**src/rtl/pmcs_pkg.sv**
```systemverilog
/*
 * Shared constants and carriers for the power management control/status
 * and subsystem capability header register block.
 * Assumes one clock domain; configuration requests come from logic on it.
 */
package pmcs_pkg;

	// Configuration offsets (byte addresses of aligned dwords)
	localparam logic [7:0]  PMCS_PM_CS_OFF   = 8'h84;
	localparam logic [7:0]  PMCS_SSCAP_OFF   = 8'h88;

	// Capability header contents
	localparam logic [7:0]  PMCS_CAP_ID      = 8'h0D;
	localparam logic [7:0]  PMCS_NEXT_PTR    = 8'h80;
	localparam logic [31:0] PMCS_SSCAP_RESET = 32'h0000800D;

	// Control/status field positions and reset values
	localparam int          PMCS_PSTATE_LSB  = 0;
	localparam int          PMCS_WAKE_EN_BIT = 8;
	localparam int          PMCS_WAKE_ST_BIT = 15;
	localparam logic        PMCS_WAKE_EN_RST = 1'b0;

	// Response latency of a configuration access, in clock cycles
	localparam int          PMCS_ACK_CYCLES  = 1;

	typedef enum logic [1:0] {
		PMCS_PS_FULL   = 2'b00,
		PMCS_PS_LIGHT  = 2'b01,
		PMCS_PS_MID    = 2'b10,
		PMCS_PS_SLEEP  = 2'b11
	} pmcs_pstate_t;

	typedef struct packed {
		logic        req;
		logic        we;
		logic [7:0]  addr;
		logic [3:0]  be;
		logic [31:0] wdata;
	} pmcs_cfg_req_t;

	typedef struct packed {
		logic        ack;
		logic [31:0] rdata;
	} pmcs_cfg_rsp_t;

endpackage : pmcs_pkg

```
**src/rtl/pmcs_pstate.sv**
```systemverilog
/*
 * Power-state field holder: keeps the two-bit state, takes only the
 * supported codes and drops the rest without any change.
 * Assumes the caller qualifies wr_en with address and byte lane 0.
 */
`timescale 1ns/100ps
module pmcs_pstate (
	input  wire logic                  ref_clk,   // System clock
	input  wire logic                  rst,       // Async reset, active high
	input  wire logic                  func_rst,  // Function reset, sync
	input  wire logic                  wr_en,     // Write to state field
	input  wire logic [1:0]            wr_code,   // Code written
	output pmcs_pkg::pmcs_pstate_t     state_q    // Current power state
);
	import pmcs_pkg::*;

	pmcs_pstate_t state_d;

	always_comb begin
		state_d = state_q;
		if (func_rst) begin
			state_d = PMCS_PS_FULL;
		end else if (wr_en) begin
			unique case (wr_code)
				PMCS_PS_FULL:  state_d = PMCS_PS_FULL;
				PMCS_PS_SLEEP: state_d = PMCS_PS_SLEEP;
				default:       state_d = state_q;
			endcase
		end
	end

	always_ff @(posedge ref_clk or posedge rst) begin
		if (rst) begin
			state_q <= PMCS_PS_FULL;
		end else begin
			state_q <= state_d;
		end
	end

endmodule : pmcs_pstate

```
**src/rtl/pmcs_regs.sv**
```systemverilog
/*
 * Configuration register logic of one bridge function: power management
 * control/status and the subsystem capability header, plus gating of
 * interrupts and memory-mapped cycles while in deep sleep.
 * Reserved bits of both words read zero and drop writes.
 * Assumes cfg requests are one-cycle pulses from logic on ref_clk.
 * Assumes irq_in, mmr_req and tgt_req also come from logic on ref_clk.
 */
`timescale 1ns/100ps

module pmcs_regs (
	input  wire logic                  ref_clk,     // 100 MHz clock
	input  wire logic                  rst,         // Async hw reset
	input  wire logic                  func_rst,    // Function reset
	input  pmcs_pkg::pmcs_cfg_req_t    cfg_req,     // Config request
	output pmcs_pkg::pmcs_cfg_rsp_t    cfg_rsp,     // Config answer
	input  wire logic                  irq_in,      // Function interrupt
	output logic                       irq_out,     // Gated interrupt
	input  wire logic                  mmr_req,     // Memory cycle request
	output logic                       mmr_claim,   // Memory cycle claimed
	input  wire logic                  tgt_req,     // Other target request
	output logic                       tgt_claim,   // Other target claimed
	output pmcs_pkg::pmcs_pstate_t     power_state, // Current power state
	output logic                       deep_sleep,  // In deep sleep
	output logic                       wake_en      // Wake enable, no effect
);
	import pmcs_pkg::*;

	// Request decode
	logic          rd_pm;
	logic          rd_cap;
	logic          wr_pm;
	logic          wr_state;
	logic          wr_wake;
	logic [31:0]   pm_cs_cur;
	logic [31:0]   pm_cs_new;

	// Answer strobe
	logic          ack_q;
	logic          ack_d;

	// Read data
	logic [31:0]   rdata_q;
	logic [31:0]   rdata_d;

	// Wake enable, sticky
	logic          wake_en_q;
	logic          wake_en_d;

	// Power state and sleep gating
	pmcs_pstate_t  state_q;
	logic          sleeping;

	// Dword match of a byte address against a register offset
	function automatic logic dword_hit(
		input logic [7:0] addr,
		input logic [7:0] off
	);
		return (addr[7:2] == off[7:2]);
	endfunction : dword_hit

	// Live request of one direction to one register
	function automatic logic cfg_access(
		input pmcs_cfg_req_t rq,
		input logic [7:0]    off,
		input logic          write
	);
		return rq.req && (rq.we == write) && dword_hit(rq.addr, off);
	endfunction : cfg_access

	// Control/status word as software reads it
	function automatic logic [31:0] pm_cs_image(
		input pmcs_pstate_t st,
		input logic         wen
	);
		logic [31:0] v;
		v = 32'h0000_0000;
		v[PMCS_PSTATE_LSB +: 2] = st;
		v[PMCS_WAKE_EN_BIT]     = wen;
		v[PMCS_WAKE_ST_BIT]     = 1'b0;
		return v;
	endfunction : pm_cs_image

	// Bits of the control/status word that software may change
	function automatic logic [31:0] pm_cs_wmask();
		logic [31:0] m;
		m = 32'h0000_0000;
		m[PMCS_PSTATE_LSB +: 2] = 2'b11;
		m[PMCS_WAKE_EN_BIT]     = 1'b1;
		return m;
	endfunction : pm_cs_wmask

	// Byte-lane merge of a write; read-only bits keep their value
	function automatic logic [31:0] lane_merge(
		input logic [31:0] cur,
		input logic [31:0] wd,
		input logic [3:0]  be,
		input logic [31:0] wmask
	);
		logic [31:0] keep;
		keep = ~wmask;
		for (int i = 0; i < 4; i++) begin
			if (!be[i]) begin
				keep[8*i +: 8] = 8'hFF;
			end
		end
		return (cur & keep) | (wd & ~keep);
	endfunction : lane_merge

	// Capability header word; upper half reserved
	function automatic logic [31:0] cap_image();
		logic [31:0] v;
		v        = PMCS_SSCAP_RESET;
		v[31:16] = 16'h0000;
		v[15:8]  = PMCS_NEXT_PTR;
		v[7:0]   = PMCS_CAP_ID;
		return v;
	endfunction : cap_image

	// Pass a request only outside deep sleep
	function automatic logic awake_only(
		input logic rq,
		input logic slp
	);
		return rq & ~slp;
	endfunction : awake_only

	assign rd_pm     = cfg_access(cfg_req, PMCS_PM_CS_OFF, 1'b0);
	assign rd_cap    = cfg_access(cfg_req, PMCS_SSCAP_OFF, 1'b0);
	assign wr_pm     = cfg_access(cfg_req, PMCS_PM_CS_OFF, 1'b1);
	assign wr_state  = wr_pm & cfg_req.be[0];
	assign wr_wake   = wr_pm & cfg_req.be[1];
	assign pm_cs_cur = pm_cs_image(state_q, wake_en_q);
	assign pm_cs_new = lane_merge(pm_cs_cur, cfg_req.wdata, cfg_req.be,
		pm_cs_wmask());

	// Unsupported codes are dropped inside the state holder
	pmcs_pstate u_pstate (
		.ref_clk  (ref_clk),
		.rst      (rst),
		.func_rst (func_rst),
		.wr_en    (wr_state),
		.wr_code  (pm_cs_new[PMCS_PSTATE_LSB +: 2]),
		.state_q  (state_q)
	);

	// Every config request is answered, whatever the power state
	always_comb begin
		ack_d = cfg_req.req;
	end

	always_ff @(posedge ref_clk or posedge rst) begin
		if (rst) begin
			ack_q <= 1'b0;
		end else begin
			ack_q <= ack_d;
		end
	end

	// Reads load the addressed word; writes and holes load zero
	always_comb begin
		rdata_d = rdata_q;
		if (cfg_req.req) begin
			rdata_d = 32'h0000_0000;
		end
		if (rd_pm) begin
			rdata_d = pm_cs_cur;
		end else if (rd_cap) begin
			rdata_d = cap_image();
		end
	end

	always_ff @(posedge ref_clk or posedge rst) begin
		if (rst) begin
			rdata_q <= 32'h0000_0000;
		end else begin
			rdata_q <= rdata_d;
		end
	end

	// Sticky enable survives function reset; only hw reset clears it
	always_comb begin
		wake_en_d = wake_en_q;
		if (wr_wake) begin
			wake_en_d = pm_cs_new[PMCS_WAKE_EN_BIT];
		end
	end

	always_ff @(posedge ref_clk or posedge rst) begin
		if (rst) begin
			wake_en_q <= PMCS_WAKE_EN_RST;
		end else begin
			wake_en_q <= wake_en_d;
		end
	end

	// Interrupts and non-config cycles are shut out in deep sleep
	always_comb begin
		sleeping  = (state_q == PMCS_PS_SLEEP);
		irq_out   = awake_only(irq_in, sleeping);
		mmr_claim = awake_only(mmr_req, sleeping);
		tgt_claim = awake_only(tgt_req, sleeping);
	end

	assign deep_sleep    = sleeping;
	assign power_state   = state_q;
	assign wake_en       = wake_en_q;
	assign cfg_rsp.ack   = ack_q;
	assign cfg_rsp.rdata = rdata_q;

endmodule : pmcs_regs

```
**config.mk**
```make
export PLATFORM = sky130hd
export DESIGN_NAME = pmcs_regs
export DESIGN_NICKNAME = d
export VERILOG_FILES = /design/src/rtl/pmcs_pkg.sv /design/src/rtl/pmcs_pstate.sv /design/src/rtl/pmcs_regs.sv
export SDC_FILE = /design/constraint.sdc
export NUM_CORES = 1
export LEC_CHECK = 0
export BUFFER_PORTS_ARGS = -buffer_cell sky130_fd_sc_hd__buf_4
export CAP_MARGIN = 20
export CORE_MARGIN = 2
export CORE_UTILIZATION = 33
export CTS_BUF_LIST = sky130_fd_sc_hd__clkbuf_2 sky130_fd_sc_hd__clkbuf_4 sky130_fd_sc_hd__clkbuf_8
export DETAILED_ROUTE_END_ITERATION = 10
export GPL_TIMING_DRIVEN = 0
export PLACE_DENSITY = 0.88
export SYNTH_ARGS = -nofsm -noshare
export SYNTH_HDL_FRONTEND = slang
export SYNTH_SLANG_ARGS = --single-unit
```
**constraint.sdc**
```tcl
create_clock -name ref_clk -period 2.6 [get_ports ref_clk]
set_input_delay 0.26 -clock ref_clk [delete_from_list [all_inputs] [get_ports ref_clk]]
set_output_delay 0.26 -clock ref_clk [all_outputs]
set_load 0.02 [all_outputs]
```
After elaboration in Yosys (flattened, before gate mapping)

Cells that the tools add are included.

Equal/unequal tests: 4
Multiplexer cells: 8
Bitwise logic cells: 11
Reductions and logical operators: 10

Operators by type and width:

| operator                              | number |
|---|---|
| 32-bit 2-to-1 mux                     | 3 |
| 9-bit AND                             | 2 |
| 6-bit == test (second input constant) | 2 |
| 9-bit NOT                             | 1 |
| 9-bit bitwise OR                      | 1 |
| 2-bit 2-to-1 mux                      | 3 |
| 3-bit nonzero test                    | 2 |
| 1-bit AND                             | 5 |
| 1-bit logical AND                     | 5 |
| 2-bit == test (second input constant) | 2 |
| 2-bit case mux with 2 select lines    | 1 |
| 2-bit zero test                       | 1 |
| 1-bit NOT                             | 2 |
| 2-bit AND reduction                   | 1 |
| 2-bit nonzero test                    | 1 |
| 1-bit 2-to-1 mux                      | 1 |

Bits in registers: 36
Input bits: 52

Longest topological paths before layout

Gate-level depths: netlist (run 1).

Depth after elaboration: 8
Depth in mapped cells: 3
Depth with buffers taken out: 3

Modules after synthesis

From an unflattened synthesis (run 1), not the netlist that was laid out.

Cell total of the unflattened synthesis: 69
Area total of the unflattened synthesis: 636.9 µm²

Modules (own cells, without submodules):

| module      | instances | cells an instance | area an instance (µm²) | sequential area each (µm²) |
|---|---|---|---|---|
| pmcs_regs   | 1         | 61                | 563.0                  | 150.1 |
| pmcs_pstate | 1         | 8                 | 73.8                   | 25.0 |

Worst setup path after synthesis (run 1)

Ideal clock, no wire load.

Path kind: in2reg
Start point: input cfg_req[41] in the netlist's numbering
End point: register rdata_q[1]
Setup time: 66 ps
Data arrival time: 1191 ps
Required time: 2534 ps
Setup slack: 1343 ps
Stages on the path: 3
Path through: or4b_4 -> nor4b_4 -> a31o_1

Longest elaborated chain between the ends: 4
Elaborated cells between the ends (all ways): 7
Those cells by class: 2 x eq/ne; 2 x mux; 3 x reduce/logical

Ends and longest elaborated chain:

| element              | line             | RTL |
|---|---|---|
| start, declared      | pmcs_regs.sv:15  | `input pmcs_pkg::pmcs_cfg_req_t cfg_req,` |
| 6-bit == test        | pmcs_regs.sv:59  | `return (addr[7:2] == off[7:2]);` |
| 1-bit logical AND    | pmcs_regs.sv:68  | `return rq.req && (rq.we == write) && dword_hit(rq.addr, off);` |
| 32-bit 2-to-1 mux    | pmcs_regs.sv:168 | `end else if (rd_cap) begin` |
| 32-bit 2-to-1 mux    | pmcs_regs.sv:166 | `if (rd_pm) begin` |
| end signal, assigned | pmcs_regs.sv:177 | `rdata_q <= rdata_d;` |
| end, declared        | pmcs_regs.sv:43  | `logic [31:0] rdata_q;` |

Parallel ways exist; a longest one is shown, timed or not.
A chain may end at the register's enable or synchronous reset.

Worst setup path after layout (run 1)

Start point: register u_pstate.state_q[0]
End point: output irq_out

Longest elaborated chain between the ends: 3

Ends and longest elaborated chain:

| element                | line              | RTL |
|---|---|---|
| start, declared        | pmcs_pstate.sv:13 | `output pmcs_pkg::pmcs_pstate_t state_q` |
| start signal, assigned | pmcs_pstate.sv:36 | `state_q <= state_d;` |
| 2-bit == test          | pmcs_regs.sv:199  | `sleeping = (state_q == PMCS_PS_SLEEP);` |
| 1-bit NOT              | pmcs_regs.sv:125  | `return rq & ~slp;` |
| 1-bit AND              | pmcs_regs.sv:125  |  |
| end, declared          | pmcs_regs.sv:18   | `output logic irq_out,` |

No other way between the ends.

==> report_table.html, run 1 <==
<table>
<tr><th>Metric</th><th>Value</th></tr>
<tr><th colspan="2">Outcome</th></tr>
<tr><td>Run status</td><td>complete, no violations</td></tr>
<tr><th colspan="2">Synthesis</th></tr>
<tr><td>Biggest area contributors in the synthesized netlist</td><td>buf_4, dfrtp_1, nor4b_4</td></tr>
<tr><td>Avg Inst Size Synth</td><td>~9.5 sq um</td></tr>
<tr><td>Top cell type's share of synthesized area</td><td>between 30% and 40%</td></tr>
<tr><td>Multiplexer share of the synthesized area</td><td>approximately 3.6%</td></tr>
<tr><td>Post-Synthesis Cell Area</td><td>~630 sq um</td></tr>
<tr><td>Number of warnings printed during yosys synthesis</td><td>0</td></tr>
<tr><td>Simple-gate share of the synthesized area</td><td>roughly a quarter</td></tr>
<tr><td>Synth Area in Compound Gates</td><td>under 10%</td></tr>
<tr><td>Top cell type by total area after synthesis</td><td>buf_4</td></tr>
<tr><td>Combinational family with the most area after synthesis</td><td>buffers and inverters</td></tr>
<tr><td>Gate count of the mapped netlist</td><td>66</td></tr>
<tr><td>#FFs+latches synth</td><td>7</td></tr>
<tr><td>Xor-xnor portion of the synthesized cell area</td><td>0%</td></tr>
<tr><td>Sequential area share after synthesis</td><td>27.8%</td></tr>
<tr><td>Share of synthesized cell area in full adder, half adder and majority cells</td><td>0%</td></tr>
<tr><td>Distinct cell type count of the synthesized netlist</td><td>21</td></tr>
<tr><th colspan="2">Placed design</th></tr>
<tr><td>GPL Wtd Cong</td><td>roughly 0.68</td></tr>
<tr><td>Setup WS pre-CTS</td><td>around 1100 ps</td></tr>
<tr><td>Placed Cells incl. Taps</td><td>~150</td></tr>
<tr><td>Buffers on Ports</td><td>32</td></tr>
<tr><th colspan="2">Routing</th></tr>
<tr><td>Met3 routed WL</td><td>145 microns</td></tr>
<tr><td>Via count</td><td>~570</td></tr>
<tr><td>DRC violations left</td><td>0</td></tr>
<tr><td>Post-DR vias/cell</td><td>around 3.7</td></tr>
<tr><td>Routed wirelength normalized by instance count</td><td>roughly 8.5 microns</td></tr>
<tr><td>Number of detailed-routing iterations run before antenna repair</td><td>4</td></tr>
<tr><td>Sum of met2 wire segment lengths after detailed routing</td><td>a little over 700 microns</td></tr>
<tr><td>Total length of routed wires</td><td>about 1.3 mm</td></tr>
<tr><td>Antenna Nets Post-Route</td><td>0</td></tr>
<tr><td>Detailed-route wire length on metal 1</td><td>423 microns</td></tr>
<tr><td>Number of design-rule violations left by the first detailed-router iteration</td><td>6</td></tr>
<tr><td>Top routing layer in use</td><td>met4</td></tr>
<tr><th colspan="2">Timing</th></tr>
<tr><td>Period utilisation layout</td><td>between 40% and 50%</td></tr>
<tr><td>RSZ-0062 raised after global routing</td><td>no</td></tr>
<tr><td>Least-Margin Pin Slew</td><td>516 ps</td></tr>
<tr><td>Worst Setup Slack, final</td><td>between 1000 and 1500 ps</td></tr>
<tr><td>Min Clock Period, post-route</td><td>around 1300 ps</td></tr>
<tr><td>Worst rel slew slack</td><td>about two thirds</td></tr>
<tr><td>Count of endpoints failing setup in the final report</td><td>0</td></tr>
<tr><td>Highest achievable clock rate</td><td>slightly below 800 MHz</td></tr>
<tr><td>Worst Clk Skew</td><td>1.74 ps</td></tr>
<tr><td>Final hold viol count</td><td>0</td></tr>
<tr><td>Total negative setup slack</td><td>0 ps</td></tr>
<tr><td>Final worst hold slack</td><td>178 ps</td></tr>
<tr><td>Number of pins with negative max-slew slack in the final report</td><td>0</td></tr>
<tr><th colspan="2">Finish</th></tr>
<tr><td>Area of all sequential standard cells</td><td>175 sq um</td></tr>
<tr><td>Area growth syn-to-layout</td><td>64.4%</td></tr>
<tr><td>Multi-input gate area in the final layout</td><td>308 sq um</td></tr>
<tr><td>NumNets Final</td><td>between 150 and 200</td></tr>
<tr><td>Fill cells</td><td>~180</td></tr>
<tr><td>Number of antenna repair diodes</td><td>0</td></tr>
<tr><td>Final std cells w/o fill</td><td>~150</td></tr>
<tr><td>Ratio of cells with drive above 1 in the final layout</td><td>about 57%</td></tr>
<tr><td>Post-layout utilization of the core</td><td>58.7%</td></tr>
<tr><td>Commonest non-fill, non-tap cells in the layout</td><td>buf_4, conb_1, dfrtp_1</td></tr>
<tr><td>Most frequent standard cell in the layout excluding fill and tap cells</td><td>buf_4</td></tr>
<tr><th colspan="2">Floorplanning</th></tr>
<tr><td>Placement Rows</td><td>15</td></tr>
<tr><td>Top-level port count</td><td>92</td></tr>
<tr><td>Initial cell density of the core</td><td>around 36%</td></tr>
<tr><td>Std-Cell Core Area</td><td>about 1800 sq um</td></tr>
<tr><td>Vertical die dimension</td><td>between 40 and 50 microns</td></tr>
<tr><td>Die span in x</td><td>between 40 and 50 microns</td></tr>
<tr><td>Area of the die</td><td>about 2300 sq um</td></tr>
<tr><th colspan="2">Power and ir drop</th></tr>
<tr><td>Worst IR Drop VDD</td><td>between 0.15 and 0.2 mV</td></tr>
<tr><td>Pwr dens</td><td>between 300 and 400 nW/um^2</td></tr>
<tr><td>Leakage component of the power</td><td>roughly 0.00062 uW</td></tr>
<tr><th colspan="2">Flow run</th></tr>
<tr><td>Maxcap violations</td><td>0</td></tr>
<tr><th colspan="2">CTS</th></tr>
<tr><td>Hold buffer count at cts</td><td>1</td></tr>
<tr><td>Post-cts sizing count</td><td>0</td></tr>
<tr><td>Num CTS Buffers</td><td>3</td></tr>
<tr><td>Bufs on Longest Clock Path</td><td>2</td></tr>
<tr><td>Insertion delay to the later sink of the worst-skew pair</td><td>~250 ps</td></tr>
<tr><td>Post CTS Setup Buffer Count</td><td>0</td></tr>
<tr><td>Root cell of the clock tree</td><td>clkbuf_4</td></tr>
<tr><td>TritonCTS clock tree</td><td>built</td></tr>
<tr><td>Num Clock Sinks</td><td>7</td></tr>
<tr><td>Clock transition at the register clock pins on the worst setup and hold paths after CTS</td><td>50 ps</td></tr>
<tr><td>Depth of the CTS H-tree</td><td>1</td></tr>
<tr><th colspan="2">Setup path</th></tr>
<tr><td>Endpoint required time on the critical path</td><td>2340 ps</td></tr>
<tr><td>Buf+Inv Stages, Crit Path</td><td>1</td></tr>
<tr><td>Classification of the worst setup path</td><td>reg2out</td></tr>
<tr><td>Critical Path Fanout Max</td><td>9</td></tr>
<tr><td>Signal arrival time at the worst endpoint</td><td>between 1000 and 1500 ps</td></tr>
<tr><td>CP delay by family, top</td><td>flip-flops</td></tr>
<tr><td>Cell with the biggest individual delay on the critical path</td><td>dfrtp_1</td></tr>
<tr><td>Critical path's largest stage delay</td><td>about 470 ps</td></tr>
<tr><td>Critical Path Sink Type</td><td>output port</td></tr>
<tr><td>Type of element launching the critical path</td><td>flip-flop</td></tr>
<tr><td>Critical-path cell list</td><td>nor2b_1 -&gt; buf_4</td></tr>
<tr><th colspan="2">Global route</th></tr>
<tr><td>All-layer global routing usage</td><td>between 10% and 20%</td></tr>
<tr><td>Gr ovfl total</td><td>0</td></tr>
<tr><td>Vias in the first global route</td><td>slightly below 500</td></tr>
<tr><td>First-pass GRT wire length</td><td>~1.8 mm</td></tr>
<tr><td>Pin count of the biggest net entering global routing</td><td>10</td></tr>
<tr><td>Initial antenna violation count</td><td>0</td></tr>
<tr><th colspan="2">Worst hold path</th></tr>
<tr><td>Class of the tightest hold or removal check</td><td>in2reg</td></tr>
</table>
through the flow:
| stage | total power (uW) | instance area, sq um |
|---|---|---|
| CTS | 338 | 1030 |
| finish | 334 | 1030 |
| global placement | 226 | 995 |
| global route | 352 | 1030 |
| floorplan | 194 | 723 |
| detailed placement | 228 | 995 |
layout make-up:
type	instances	share of cell area, %
plain buffers	31	22.5
clock buffers	4	2.90
inverters	2	0.726
multi-input cells	51	29.7
flip-flops and latches	7	16.9
well taps	25	3.02
repair buffers	33	24.2
worst reg2reg max path, stage by stage, from the launching register on:
cell      delay, ps
dfrtp_1         490
nand3b_1        120
a211oi_1        240
mux2_2          180
power by group:
part	internal, uW	switching [uW]
combinational	57.1	59.6
sequential	111	0.888
clock	68.8	36.7
total	237	97.2
Yosys cell counts:
cell / instances
inv_1: 2
o41ai_1: 1
and2b_2: 2
a31o_1: 2
nor4b_1: 1
dfrtp_1: 7
and4_1: 1
mux2_2: 2
nor4b_4: 1
o21ai_0: 1
buf_4: 31
nor2b_1: 3
conb_1: 1
nor2_1: 1
nand3_1: 2
nand3b_1: 1
nand2_1: 1
or4b_4: 1
and4b_1: 2
nand2b_1: 2
a211oi_1: 1
logic make-up after synthesis:
kind of cell / Yosys count
buffers and inverters: 33
DFF: 7
and+or+nand+nor: 18
muxes: 2
other: 1
AOI/OAI and AO/OA: 5
final timing paths:
path / start / endpoint / slack, ps / depth (start not counted)
max: u_pstate.state_q[0] / irq_out / 1300 / 2
min: cfg_req[45] / ack_q / 180 / 1
min in group asynchronous: rst / rdata_q[1] / 490 / 3
max in group asynchronous: rst / asynchronous set/reset pin / 1910 / 3
max reg2reg: u_pstate.state_q[0] / rdata_q[0] / 1520 / 3
min reg2reg: rdata_q[0] / rdata_q[0] / 510 / 1
metal layers:
metal	vias to the layer above	GRT usage [%]
met5	-	0
met4	0	8.11
met3	2	1.89
met2	36	21.6
met1	239	9.93
li1	290	-
Power figures use the tool's default switching activity.
==> run 2: changes to the inputs <==
CORE_UTILIZATION = 30   (was 33)
PLACE_DENSITY = 0.81   (was 0.88)
clock period = 1.3 ns   (was 2.6 ns; I/O delays follow)
==> run 2 against run 1 <==
  * Die area is 9.1% higher
  * Sequential power is 100% higher
  * Via count is 1.8% lower
  * Cell area is 0.24% higher
  * Cell count is 1.3% higher
  * Worst setup slack worse by 1200 ps
  * Global-route usage is 0.54 points lower
  * Clock skew is 1.1 ps lower
  * Clock-buffer cell count stayed put
  * Sequential share of layout area hardly changed
  * Hold slack worse by 130 ps
  * Total power is 100% higher
==> report_table.html, run 2 (synthesis results as in run 1) <==
<table>
<tr><th>Metric</th><th>Value</th></tr>
<tr><th colspan="2">Outcome</th></tr>
<tr><td>Run status</td><td>complete, no violations</td></tr>
<tr><th colspan="2">Routing</th></tr>
<tr><td>Sum of met2 wire segment lengths after detailed routing</td><td>635 microns (-11%)</td></tr>
<tr><td>Number of design-rule violations left by the first detailed-router iteration</td><td>4 (-2)</td></tr>
<tr><td>DRC violations left</td><td>0 (unchanged)</td></tr>
<tr><td>Antenna Nets Post-Route</td><td>0 (unchanged)</td></tr>
<tr><td>Via count</td><td>557 (-1.8%)</td></tr>
<tr><td>Number of detailed-routing iterations run before antenna repair</td><td>3 (-1)</td></tr>
<tr><td>Top routing layer in use</td><td>met3</td></tr>
<tr><td>Post-DR vias/cell</td><td>3.59 (-3.0%)</td></tr>
<tr><td>Total length of routed wires</td><td>1.21 mm (-6.6%)</td></tr>
<tr><td>Detailed-route wire length on metal 1</td><td>414 microns (-2.1%)</td></tr>
<tr><td>Met3 routed WL</td><td>160 microns (+10%)</td></tr>
<tr><td>Routed wirelength normalized by instance count</td><td>7.81 microns (-7.8%)</td></tr>
<tr><th colspan="2">CTS</th></tr>
<tr><td>Clock transition at the register clock pins on the worst setup and hold paths after CTS</td><td>50 ps (about the same)</td></tr>
<tr><td>TritonCTS clock tree</td><td>built</td></tr>
<tr><td>Num CTS Buffers</td><td>3 (unchanged)</td></tr>
<tr><td>Insertion delay to the later sink of the worst-skew pair</td><td>240 ps (about the same)</td></tr>
<tr><td>Root cell of the clock tree</td><td>clkbuf_4</td></tr>
<tr><td>Post-cts sizing count</td><td>0 (unchanged)</td></tr>
<tr><td>Num Clock Sinks</td><td>7 (unchanged)</td></tr>
<tr><td>Bufs on Longest Clock Path</td><td>2 (unchanged)</td></tr>
<tr><td>Depth of the CTS H-tree</td><td>1 (unchanged)</td></tr>
<tr><th colspan="2">Setup path</th></tr>
<tr><td>Critical Path Fanout Max</td><td>9 (unchanged)</td></tr>
<tr><td>Endpoint required time on the critical path</td><td>1170 ps (-1170 ps)</td></tr>
<tr><td>Signal arrival time at the worst endpoint</td><td>1040 ps (about the same)</td></tr>
<tr><td>Classification of the worst setup path</td><td>reg2out</td></tr>
<tr><td>Type of element launching the critical path</td><td>flip-flop</td></tr>
<tr><td>Critical Path Sink Type</td><td>output port</td></tr>
<tr><th colspan="2">Floorplanning</th></tr>
<tr><td>Top-level port count</td><td>92 (unchanged)</td></tr>
<tr><td>Std-Cell Core Area</td><td>1960 sq um (+11%)</td></tr>
<tr><td>Die span in x</td><td>49.8 microns (+4.5%)</td></tr>
<tr><td>Area of the die</td><td>2480 sq um (+9.1%)</td></tr>
<tr><td>Vertical die dimension</td><td>49.8 microns (+4.5%)</td></tr>
<tr><td>Initial cell density of the core</td><td>32.1% (-3.6 points)</td></tr>
<tr><td>Placement Rows</td><td>16 (+1)</td></tr>
<tr><th colspan="2">Timing</th></tr>
<tr><td>Worst Clk Skew</td><td>0.622 ps (-1.12 ps)</td></tr>
<tr><td>RSZ-0062 raised after global routing</td><td>no</td></tr>
<tr><td>Final hold viol count</td><td>0 (unchanged)</td></tr>
<tr><td>Period utilisation layout</td><td>between 90 and 100%</td></tr>
<tr><td>Least-Margin Pin Slew</td><td>500 ps (-15.7 ps)</td></tr>
<tr><td>Final worst hold slack</td><td>46.6 ps (-131 ps)</td></tr>
<tr><td>Worst Setup Slack, final</td><td>129 ps (-1180 ps)</td></tr>
<tr><td>Min Clock Period, post-route</td><td>1170 ps</td></tr>
<tr><td>Highest achievable clock rate</td><td>between 800 and 900 MHz</td></tr>
<tr><td>Count of endpoints failing setup in the final report</td><td>0 (unchanged)</td></tr>
<tr><td>Worst rel slew slack</td><td>66.2% (+1.1 points)</td></tr>
<tr><td>Number of pins with negative max-slew slack in the final report</td><td>0 (unchanged)</td></tr>
<tr><th colspan="2">Placed design</th></tr>
<tr><td>Setup WS pre-CTS</td><td>-33.8 ps (-1170 ps)</td></tr>
<tr><td>Sum of net half-perimeters after detailed placement</td><td>1.11 mm</td></tr>
<tr><td>Buffers on Ports</td><td>32 (unchanged)</td></tr>
<tr><td>Total placed instance area</td><td>997 sq um (+0.25%)</td></tr>
<tr><td>GPL Wtd Cong</td><td>0.663 (-2.8%)</td></tr>
<tr><th colspan="2">Power and ir drop</th></tr>
<tr><td>Leakage component of the power</td><td>0.000618 uW (unchanged)</td></tr>
<tr><td>Worst IR Drop VDD</td><td>0.397 mV (+120%)</td></tr>
<tr><td>Pwr dens</td><td>645 nW/um^2 (+100%)</td></tr>
<tr><td>Total power after layout</td><td>669 uW (+100%)</td></tr>
<tr><th colspan="2">Finish</th></tr>
<tr><td>Finished Cell Area</td><td>1040 sq um (+0.24%)</td></tr>
<tr><td>Most frequent standard cell in the layout excluding fill and tap cells</td><td>buf_4</td></tr>
<tr><td>Number of antenna repair diodes</td><td>0 (unchanged)</td></tr>
<tr><td>NumNets Final</td><td>181 (unchanged)</td></tr>
<tr><td>Ratio of cells with drive above 1 in the final layout</td><td>57.0% (unchanged)</td></tr>
<tr><td>Commonest non-fill, non-tap cells in the layout</td><td>buf_4, conb_1, dfrtp_1</td></tr>
<tr><td>Area growth syn-to-layout</td><td>64.8%</td></tr>
<tr><th colspan="2">Global route</th></tr>
<tr><td>Initial antenna violation count</td><td>0 (unchanged)</td></tr>
<tr><td>Pin count of the biggest net entering global routing</td><td>10 (unchanged)</td></tr>
<tr><td>First-pass GRT wire length</td><td>1.95 mm (+10%)</td></tr>
<tr><td>Vias in the first global route</td><td>457 (-5.8%)</td></tr>
<tr><td>All-layer global routing usage</td><td>10.5% (-0.54 points)</td></tr>
<tr><td>Gr ovfl total</td><td>0 (unchanged)</td></tr>
<tr><th colspan="2">Flow run</th></tr>
<tr><td>Maxcap violations</td><td>0 (unchanged)</td></tr>
<tr><th colspan="2">Worst hold path</th></tr>
<tr><td>Class of the tightest hold or removal check</td><td>in2reg</td></tr>
</table>
==> run 2: cell counts in the layout (fill, tap and decap cells not counted) <==
Identical to the previous run, type by type.
==> run 2: path summary, 6_finish.rpt <==
kind	start	endpoint	slack, ps	cells after the start
worst max-delay path	u_pstate.state_q[0]	power_state[0]	130	2
worst min-delay path	cfg_req[45]	ack_q	50	1
worst max register to register	u_pstate.state_q[0]	rdata_q[0]	230	3
worst min register to register	rdata_q[0]	rdata_q[0]	520	1
max in group asynchronous	rst	rdata_q[0]	720	3
min in group asynchronous	rst	rdata_q[8]	370	3
==> run 2: critical path: stages, from the launching register on <==
cell and delay [ps]:
dfrtp_1 470, buf_4 180, buf_4 140
==> run 2: through the flow <==
stage / std cells / TNS (ps) / utilization, %
2_1_floorplan: 91 / 0 / -
3_3_place_gp: 150 / 0 / 50.8
3_5_place_dp: 150 / -60.0 / 50.8
4_1_cts: 155 / 0 / 52.9
5_1_grt: 155 / 0 / 52.9
6_report: 155 / 0 / 52.9
==> run 2: area by class of cell <==
| class | instances | area (sq um) |
|---|---|---|
| buffer | 31 | 233 |
| clock buffer | 4 | 30.0 |
| fill | 193 | 925 |
| inverter | 2 | 7.51 |
| multi-input combinational | 51 | 308 |
| sequential | 7 | 175 |
| tap | 27 | 33.8 |
| timing repair buffer | 33 | 250 |
==> run 2: power breakdown <==
group          total [uW]  internal, uW  switching (uW)
sequential            224           222            2.00
clock                 213           138            75.3
combinational         232           114             118
total                 669           474             195
==> run 2: what timing repair did <==
action | in CTS | in global routing
hold endpoints to repair | 7 | 0
hold buffers | 1 | 0
setup buffers | 0 | 0
==> run 2: per-layer routing <==
metal	vias to the layer above	GRT usage [%]
li1	292	-
met1	235	10.7
met2	30	17.8
met3	0	4.85
met4	0	5.56
met5	-	0
